[src/inc/soft_reset_pkg.sv]
// constants, field layout and carrier types for the peripheral software reset registers
package soft_reset_pkg;

  localparam int unsigned WORD_W = 32;
  localparam int unsigned SEL_W  = 4;

  // system control region and register offsets
  localparam logic [31:0] SYSCTL_BASE = 32'h400FE000;
  localparam logic [31:0] OFF_CTRL_B  = 32'h00000044;
  localparam logic [31:0] OFF_CTRL_C  = 32'h00000048;

  // reset values
  localparam logic [31:0] CTRL_B_RESET = 32'h00000000;
  localparam logic [31:0] CTRL_C_RESET = 32'h00000000;

  // implemented bits; all others are reserved, read-only zero
  localparam logic [31:0] CTRL_B_IMPL = 32'h000F0111;
  localparam logic [31:0] CTRL_C_IMPL = 32'h0000201F;

  // peripheral_reset_ctrl_b field positions
  localparam int unsigned GP_COUNTER_A_BIT = 16;
  localparam int unsigned GP_COUNTER_B_BIT = 17;
  localparam int unsigned GP_COUNTER_C_BIT = 18;
  localparam int unsigned GP_COUNTER_D_BIT = 19;
  localparam int unsigned QUAD_DEC_BIT     = 8;
  localparam int unsigned SYNC_SERIAL_BIT  = 4;
  localparam int unsigned ASYNC_SERIAL_BIT = 0;

  // peripheral_reset_ctrl_c field positions
  localparam int unsigned MICRO_DMA_BIT = 13;
  localparam int unsigned IO_PORT_A_BIT = 0;
  localparam int unsigned IO_PORT_B_BIT = 1;
  localparam int unsigned IO_PORT_C_BIT = 2;
  localparam int unsigned IO_PORT_D_BIT = 3;
  localparam int unsigned IO_PORT_E_BIT = 4;

  // one classic wishbone request as the master presents it
  typedef struct packed {
    logic [31:0] adr;
    logic [31:0] dat;
    logic [3:0]  sel;
    logic        we;
  } wb_req_t;

  // one reset line per peripheral, high holds the peripheral in reset
  typedef struct packed {
    logic gp_counter_a_reset;
    logic gp_counter_b_reset;
    logic gp_counter_c_reset;
    logic gp_counter_d_reset;
    logic quadrature_decoder_reset;
    logic sync_serial_reset;
    logic async_serial_reset;
    logic micro_dma_reset;
    logic io_port_a_reset;
    logic io_port_b_reset;
    logic io_port_c_reset;
    logic io_port_d_reset;
    logic io_port_e_reset;
  } periph_reset_t;

endpackage

[src/design/wb_classic_handshake.sv]
// single-wait-state acknowledge generator for a classic wishbone slave
module wb_classic_handshake (
  input  wire logic clk_i,      // system clock
  input  wire logic rst_i,      // synchronous reset, active high
  input  wire logic cyc_i,      // bus cycle
  input  wire logic stb_i,      // strobe
  output logic      ack_o,      // acknowledge
  output logic      launch_o,   // first cycle of a request, read data is sampled here
  output logic      commit_o    // edge at which the master takes the ack
);

  logic ack_reg;
  logic ack_next;

  // ack falls the cycle after it was given, so back-to-back cycles are never merged
  always_comb begin
    ack_next = cyc_i & stb_i & ~ack_reg;
  end

  always_ff @(posedge clk_i) begin
    if (rst_i) begin
      ack_reg <= 1'b0;
    end else begin
      ack_reg <= ack_next;
    end
  end

  assign ack_o    = ack_reg;
  assign launch_o = cyc_i & stb_i & ~ack_reg;
  assign commit_o = cyc_i & stb_i & ack_reg;

endmodule

[src/design/masked_ctrl_reg.sv]
// one 32-bit reset-control word whose writes are gated by a capabilities word
module masked_ctrl_reg #(
  parameter logic [31:0] IMPL_MASK  = 32'h00000000,
  parameter logic [31:0] RESET_VAL  = 32'h00000000
) (
  input  wire logic        clk_i,    // system clock
  input  wire logic        rst_i,    // synchronous reset, active high
  input  wire logic        wr_en_i,  // commit a write this edge
  input  wire logic [31:0] wdata_i,  // write data
  input  wire logic [3:0]  sel_i,    // byte enables
  input  wire logic [31:0] cap_i,    // capabilities word, one marks an implemented unit
  output logic      [31:0] value_o   // current contents
);

  logic [31:0] value_reg;
  logic [31:0] value_next;
  logic [31:0] wmask;

  function automatic logic [31:0] byte_mask(input logic [3:0] sel);
    byte_mask = {{8{sel[3]}}, {8{sel[2]}}, {8{sel[1]}}, {8{sel[0]}}};
  endfunction

  // only bits that exist and whose unit is present can change
  always_comb begin
    wmask      = byte_mask(sel_i) & cap_i & IMPL_MASK;
    value_next = value_reg;
    if (wr_en_i) begin
      value_next = (value_reg & ~wmask) | (wdata_i & wmask);
    end
  end

  // all reset bits start at zero, peripherals run after power-on
  always_ff @(posedge clk_i) begin
    if (rst_i) begin
      value_reg <= RESET_VAL;
    end else begin
      value_reg <= value_next;
    end
  end

  assign value_o = value_reg & IMPL_MASK;

endmodule

[src/design/periph_soft_reset_regs.sv]
// peripheral software reset registers on a classic wishbone slave
// How it works
// - writes to ctrl_b only change bits enabled in capabilities word two
// - writes to ctrl_c only change bits enabled in capabilities word four
// - ctrl_b bits 16 to 19 reset general-purpose counters a to d
// - ctrl_b bit 8 resets the quadrature decoder
// - ctrl_b bit 4 resets the synchronous serial unit
// - ctrl_b bit 0 resets the asynchronous serial unit
// - ctrl_c bit 13 resets the micro dma unit
// - ctrl_c bits 0 to 4 reset io ports a to e
// - unassigned bits read zero and ignore writes; software preserves them
// - registers sit at base plus 0x044 and 0x048
module periph_soft_reset_regs (
  input  wire logic                         clk_i,                    // system clock, 50 MHz
  input  wire logic                         rst_i,                    // sync reset, active high
  input  wire logic                         cyc_i,                    // wishbone cycle
  input  wire logic                         stb_i,                    // wishbone strobe
  input  wire logic                         we_i,                     // wishbone write enable
  input  wire logic [31:0]                  adr_i,                    // wishbone byte address
  input  wire logic [31:0]                  dat_i,                    // wishbone write data
  input  wire logic [3:0]                   sel_i,                    // wishbone byte enables
  output logic      [31:0]                  dat_o,                    // wishbone read data
  output logic                              ack_o,                    // wishbone acknowledge
  input  wire logic [31:0]                  capabilities_word_two_i,  // unit-present mask, ctrl_b
  input  wire logic [31:0]                  capabilities_word_four_i, // unit-present mask, ctrl_c
  output soft_reset_pkg::periph_reset_t     periph_resets_o           // per-peripheral resets
);

  soft_reset_pkg::wb_req_t       req;
  soft_reset_pkg::periph_reset_t resets_reg;
  soft_reset_pkg::periph_reset_t resets_next;

  logic        launch;
  logic        commit;
  logic        hit_b;
  logic        hit_c;
  logic [31:0] ctrl_b;
  logic [31:0] ctrl_c;
  logic [31:0] rdata_reg;
  logic [31:0] rdata_next;

  // full-address compare against one register of the system control region
  function automatic logic addr_hit(input logic [31:0] adr, input logic [31:0] off);
    addr_hit = (adr == (soft_reset_pkg::SYSCTL_BASE + off));
  endfunction

  assign req = '{adr: adr_i, dat: dat_i, sel: sel_i, we: we_i};

  wb_classic_handshake u_handshake (
    .clk_i    (clk_i),
    .rst_i    (rst_i),
    .cyc_i    (cyc_i),
    .stb_i    (stb_i),
    .ack_o    (ack_o),
    .launch_o (launch),
    .commit_o (commit)
  );

  // unmapped addresses are still acknowledged: reads return zero, writes are dropped
  assign hit_b = addr_hit(req.adr, soft_reset_pkg::OFF_CTRL_B);
  assign hit_c = addr_hit(req.adr, soft_reset_pkg::OFF_CTRL_C);

  masked_ctrl_reg #(
    .IMPL_MASK (soft_reset_pkg::CTRL_B_IMPL),
    .RESET_VAL (soft_reset_pkg::CTRL_B_RESET)
  ) u_ctrl_b (
    .clk_i   (clk_i),
    .rst_i   (rst_i),
    .wr_en_i (commit & req.we & hit_b),
    .wdata_i (req.dat),
    .sel_i   (req.sel),
    .cap_i   (capabilities_word_two_i),
    .value_o (ctrl_b)
  );

  masked_ctrl_reg #(
    .IMPL_MASK (soft_reset_pkg::CTRL_C_IMPL),
    .RESET_VAL (soft_reset_pkg::CTRL_C_RESET)
  ) u_ctrl_c (
    .clk_i   (clk_i),
    .rst_i   (rst_i),
    .wr_en_i (commit & req.we & hit_c),
    .wdata_i (req.dat),
    .sel_i   (req.sel),
    .cap_i   (capabilities_word_four_i),
    .value_o (ctrl_c)
  );

  // read data is captured on the first request cycle and held while ack stands
  always_comb begin
    rdata_next = rdata_reg;
    if (launch) begin
      rdata_next = 32'h00000000;
      if (!req.we && hit_b) begin
        rdata_next = ctrl_b;           // reserved bits already zero
      end else if (!req.we && hit_c) begin
        rdata_next = ctrl_c;
      end
    end
  end

  // a set bit holds its peripheral in reset, a clear bit releases it
  always_comb begin
    resets_next.gp_counter_a_reset       = ctrl_b[soft_reset_pkg::GP_COUNTER_A_BIT];
    resets_next.gp_counter_b_reset       = ctrl_b[soft_reset_pkg::GP_COUNTER_B_BIT];
    resets_next.gp_counter_c_reset       = ctrl_b[soft_reset_pkg::GP_COUNTER_C_BIT];
    resets_next.gp_counter_d_reset       = ctrl_b[soft_reset_pkg::GP_COUNTER_D_BIT];
    resets_next.quadrature_decoder_reset = ctrl_b[soft_reset_pkg::QUAD_DEC_BIT];
    resets_next.sync_serial_reset        = ctrl_b[soft_reset_pkg::SYNC_SERIAL_BIT];
    resets_next.async_serial_reset       = ctrl_b[soft_reset_pkg::ASYNC_SERIAL_BIT];
    resets_next.micro_dma_reset          = ctrl_c[soft_reset_pkg::MICRO_DMA_BIT];
    resets_next.io_port_a_reset          = ctrl_c[soft_reset_pkg::IO_PORT_A_BIT];
    resets_next.io_port_b_reset          = ctrl_c[soft_reset_pkg::IO_PORT_B_BIT];
    resets_next.io_port_c_reset          = ctrl_c[soft_reset_pkg::IO_PORT_C_BIT];
    resets_next.io_port_d_reset          = ctrl_c[soft_reset_pkg::IO_PORT_D_BIT];
    resets_next.io_port_e_reset          = ctrl_c[soft_reset_pkg::IO_PORT_E_BIT];
  end

  always_ff @(posedge clk_i) begin
    if (rst_i) begin
      rdata_reg <= 32'h00000000;
    end else begin
      rdata_reg <= rdata_next;
    end
  end

  // outputs come from flops so peripheral reset nets see no decode glitches
  always_ff @(posedge clk_i) begin
    if (rst_i) begin
      resets_reg <= '0;
    end else begin
      resets_reg <= resets_next;
    end
  end

  assign dat_o           = rdata_reg;
  assign periph_resets_o = resets_reg;

endmodule

[config.mk]
export PLATFORM = sky130hd
export DESIGN_NAME = periph_soft_reset_regs
export DESIGN_NICKNAME = d
export VERILOG_FILES = /design/src/inc/soft_reset_pkg.sv /design/src/design/wb_classic_handshake.sv /design/src/design/masked_ctrl_reg.sv /design/src/design/periph_soft_reset_regs.sv
export SDC_FILE = /design/constraint.sdc
export NUM_CORES = 1
export LEC_CHECK = 0
export ABC_CLOCK_PERIOD_IN_PS = 3000
export BUFFER_PORTS_ARGS = -buffer_cell sky130_fd_sc_hd__buf_2
export CAP_MARGIN = 20
export CORE_ASPECT_RATIO = 0.8
export CORE_MARGIN = 2
export CORE_UTILIZATION = 38
export DETAILED_ROUTE_END_ITERATION = 10
export PLACE_DENSITY = 0.85
export SLEW_MARGIN = 20
export SYNTH_ARGS = -nofsm -noshare
export SYNTH_HDL_FRONTEND = slang
export SYNTH_SLANG_ARGS = --single-unit
[constraint.sdc]
create_clock -name clk_i -period 3 [get_ports clk_i]
set_clock_uncertainty 0.15 [all_clocks]
set_input_delay 0.3 -clock clk_i [delete_from_list [all_inputs] [get_ports clk_i]]
set_output_delay 0.3 -clock clk_i [all_outputs]
set_load 0.1 [all_outputs]
After elaboration in Yosys (flattened, before gate mapping)
Cells that the tools add are included.
{"block": "totals", "word_cells": 41, "inputBits": 137, "mem_bits_rw": 0, "regBits": 110, "output_inout_bits": 46, "latchBits": 0, "n_memories": 0, "romBits": 0}
{"block": "op_classes", "order_cmp": 0, "addsub": 0, "bitwise_logic": 17, "shifts": 0, "mul": 0, "mux": 2, "n_eq_ne": 2, "div_mod_pow": 0, "reduce_logical": 3}
{"cell": "32-bit bitwise AND", "count": 2}
{"cell": "32-bit by 31-bit == test with 1-bit output (second input constant)", "count": 2}
{"cell": "32-bit bitwise OR", "count": 2}
{"cell": "32-bit by 14-bit bitwise AND with 32-bit output", "count": 1}
{"cell": "32-bit by 20-bit bitwise AND with 32-bit output", "count": 1}
{"cell": "14-bit inverter with 32-bit output", "count": 1}
{"cell": "20-bit inverter with 32-bit output", "count": 1}
{"cell": "20-bit bitwise AND", "count": 1}
{"cell": "20-bit 2-to-1 mux", "count": 1}
{"cell": "14-bit bitwise AND", "count": 1}
{"cell": "14-bit 2-to-1 mux", "count": 1}
{"cell": "1-bit bitwise AND", "count": 6}
{"cell": "1-bit logical AND", "count": 2}
{"cell": "1-bit zero test", "count": 1}
{"cell": "1-bit inverter", "count": 1}

Longest topological paths before layout
{"block": "depth", "depth_word": 4, "depth_mapped": 6, "ltp_nobuf": 4}

Hierarchy
Synthesis repeated with hierarchy kept, for this count alone.
{"block": "hier_totals", "hier_cells": 314, "hier_area_um2": 2852.7}
{"mod": "periph_soft_reset_regs", "area_each_um2": 1771.7, "n_inst": 1, "cells_per_inst": 190, "seq_area_each_um2": 900.9}
{"mod": "masked_ctrl_reg (u_ctrl_b)", "area_each_um2": 535.5, "n_inst": 1, "cells_per_inst": 62, "seq_area_each_um2": 140.1}
{"mod": "masked_ctrl_reg (u_ctrl_c)", "area_each_um2": 495.5, "n_inst": 1, "cells_per_inst": 58, "seq_area_each_um2": 120.1}
{"mod": "wb_classic_handshake", "area_each_um2": 50.0, "n_inst": 1, "cells_per_inst": 4, "seq_area_each_um2": 20.0}

Least setup slack after synthesis
No wires, ideal clock.
{"block": "synth_timing", "kind": "flip-flop to flip-flop", "from": "register u_handshake.ack_reg, in the netlist u_handshake.ack_o", "to": "register (tool-made name)", "t_required_ps": 2727, "n_path_buf": 1, "setup_time_ps": 123, "synth_period_minus_slack_ps": 2265, "path_stages_with_launch": 6, "t_arrival_ps": 1992, "slack_ps": 735, "path_cell_list": "dfxtp_1 -> and4_1 -> buf_2 -> and2_2 -> nand4_1 -> mux2_1"}
{"element": "start, declared", "line_no": "wb_classic_handshake.sv:12", "text": "logic ack_reg;"}
{"element": "start signal, assigned", "line_no": "wb_classic_handshake.sv:24", "text": "ack_reg <= ack_next;"}

==> results.yml <==
die:
  start_util: 0.398
  dieWidth_um: 81.5
  dieArea_um2: 5380
  num_rows: 22
  io_pins: 183
  die_y_um: 66.0
  core_um2: 4600
critical_path:
  cp_top_family: "simple AND/OR/NAND/NOR gates"
  cp.arrival_ns: 1.91
  cp_data_required_time_ns: 3.03
  worstPathCellList: "buf_2, nor4b_2, and4_1, nand4_1, mux2_1"
  slowest_stage: "and4_1"
  timing.rr.start: "u_handshake.ack_o$_SDFF_PP0_"
  path_buf_inv: 1
  crit_start: "adr_i[28]"
  critPathKind: "in2reg"
  r2r_cells: 4
  cp-end-kind: "flip-flop"
  reg2reg_setup_slack_ns: 1.19
  cp-start-kind: "input port"
  crit_fanout: 16
  cpPeakStageDelay_ns: 0.63
synth:
  yosys.cell_count.top_type: "dfxtp_1"
  seq_area_frac_synth: 0.416
  netlist_area_um2: 1830
  synthArstFlopShare: 0
  synth.ff_latch_count: 38
  syn_inst: 188
  synth_area_leader_cell: "dfxtp_1"
  synthTopCellsByArea: "dfxtp_1 (42%), buf_4 (9.0%), nor2b_1 (5.5%), mux2_2 (3.7%), nand3_1 (3.6%)"
  yosys_warnings: 0
  ys_types: 37
  synth_top_area_frac: 0.416
  yosys-top-cells-count: "dfxtp_1 (38), buf_4 (22), nor2b_1 (16)"
  synth-edff-count: 0
  synth_flop_cell: "dfxtp_1"
  avgSynthCellArea_um2: 9.72
pwr:
  p_switching_uw: 337
  p_int_uw: 798
  peakVddDrop_mv: 0.229
  pwr-share-comb: 0.183
  power_uw: 1140
  switching_share: 0.297
  clockPowerShare: 0.369
  power.density_nw_per_um2: 492
  pwr-share-seq: 0.447
  p_leak_uw: 0.00107
timing:
  final-setup-viol-count: 0
  fin_ws_ns: 1.12
  fin_crit_sh: 0.627
  setup_tns_ns: 0
  fin_crit_ns: 1.88
  slew_headroom: 0.605
  max_freq_ghz: 0.531
  drv_slew: 0
  worst_pin_slew_ns: 0.593
  rsz0062_at_grt: "false"
  hold_viol: 0
detailed_routing:
  routedWlPerCell_um: 13.1
  ant_nets: 0
  vias: 1641
  via_per_inst: 4.93
  drt_drc_violations_left: 0
  wirelength_um: 4350
  first_iter_violations: 64
  firstDrtPassIters: 4
global_route:
  grt_pass1_vias: 1529
  grt_overflow: 0
  grt_use_total: 0.164
  grt_pass1_wl_um: 6660
  grt_max_degree: 34
  antenna_found_initial: 0
final_layout:
  postLayoutCellArea_um2: 2310
  drive_above_1_share: 0.407
  layout.nets: 409
  areaGrowthSynthToFinish_pct: 26.3
  diodes: 0
place:
  dp_hpwl_um: 3400
  postPlaceCellArea_um2: 2200
  port_buffers: 88
  gp_congestion: 0.774
  pre_cts_ws_ns: 0.811
cts:
  post_cts_buffers: 0
  post_cts_resized: 0
  clock-sinks: 38
  cts_root_buffer: "clkbuf_8"
  htreeDepth: 2
  path_clk_slew_ns: 0.07
  numCtsBuffers: 5
  clk_latency_ns: 0.29
  postCtsHoldBufs: 0
  cts_buffer_depth: 2
  tritoncts: "yes"
worst_hold_path:
  hold_path_depth: 3
  min_from: "dat_i[4]"
  hp-class: "in2reg"
outcome:
  outcome: "finished, final reports clean"
flow_run:
  drv_cap: 0
## cell families (layout without fill, tap and decap cells)
group	Yosys count	in the layout	share of synthesized area
DFF	38	38	0.416
and+or+nand+nor	84	84	0.319
other	1	21	0.00205
AOI/OAI and AO/OA	17	17	0.0657
muxes	11	11	0.0664
buffers and inverters	37	102	0.131
## through the flow
stage	utilization	instances	hold slack [ns]
4_1_cts	0.502	333	0.143
6_report	0.502	333	0.147
3_5_place_dp	0.479	325	0.294
5_1_grt	0.502	333	0.148
3_3_place_gp	0.479	325	0.286
2_1_floorplan	-	208	0.231
## routing by layer
metal | up-vias | wire length (um) | GRT usage
li1 | 794 | - | -
met1 | 760 | 1840 | 0.197
met2 | 82 | 2040 | 0.280
met3 | 5 | 426 | 0.0478
met4 | 0 | 43 | 0.0508
met5 | - | 0 | 0
## tightest hold or removal path: stages
cell	delay, ns
buf_2	0.09
nand2b_1	0.08
o41ai_1	0.06
## power by group through the flow
stage               combinational (uW)  clock [uW]  sequential [uW]
floorplan                          162           0              535
global placement                   205           0              519
detailed placement                 207           0              519
CTS                                208         426              508
global route                       217         453              508
finish                             208         419              508
## layout by cell type (no fill, tap or decap)
| cell type | netlist | routed |
|---|---|---|
| a21oi_1 | 5 | 5 |
| and4bb_2 | 1 | 1 |
| nand4b_1 | 5 | 5 |
| o21bai_1 | 2 | 2 |
| o41ai_1 | 2 | 2 |
| and3_1 | 1 | 1 |
| nand3b_1 | 1 | 1 |
| nor3b_1 | 5 | 5 |
| conb_1 | 1 | 21 |
| nand2b_1 | 4 | 4 |
| nand2_1 | 6 | 6 |
| nor4_2 | 2 | 2 |
| nand4_2 | 2 | 2 |
| clkbuf_8 | 0 | 5 |
| o2bb2ai_1 | 4 | 4 |
| mux2i_1 | 2 | 2 |
| inv_1 | 6 | 6 |
| nor4b_1 | 1 | 1 |
| and4_1 | 4 | 4 |
| nand3_1 | 13 | 13 |
| o31ai_1 | 2 | 2 |
| dfxtp_1 | 38 | 38 |
| and4_2 | 1 | 1 |
| nand4_1 | 5 | 5 |
| bufinv_16 | 0 | 1 |
| a31oi_1 | 2 | 2 |
| mux2_2 | 6 | 6 |
| nor2b_1 | 16 | 16 |
| nor4b_2 | 3 | 3 |
| nor4b_4 | 1 | 1 |
| mux2_1 | 3 | 3 |
| buf_2 | 1 | 88 |
| nor2_1 | 7 | 7 |
| nor3_1 | 5 | 5 |
| clkbuf_1 | 5 | 2 |
| and2_2 | 1 | 1 |
## area by class of cell
class,instances,area (um^2)
Multi-Input combinational cell,133,903
Clock buffer,7,76.3
Clock inverter,1,30.0
Fill cell,439,2290
Tap cell,60,75.1
Sequential cell,38,761
Timing Repair Buffer,88,440
Inverter,6,22.5
## worst max path at each step
stage | cells after the start | to | slack (ns)
after CTS | 5 | flip-flop | 1.12
after global placement | 5 | flip-flop | 0.83
after floorplan | 5 | flip-flop | 0.73
after global routing | 5 | dat_o[3]$_SDFFE_PP0P_ | 0.99
final | 5 | flip-flop | 1.12
after detailed placement | 5 | flip-flop | 0.81
Note: power is estimated with default switching activity, not from simulation.
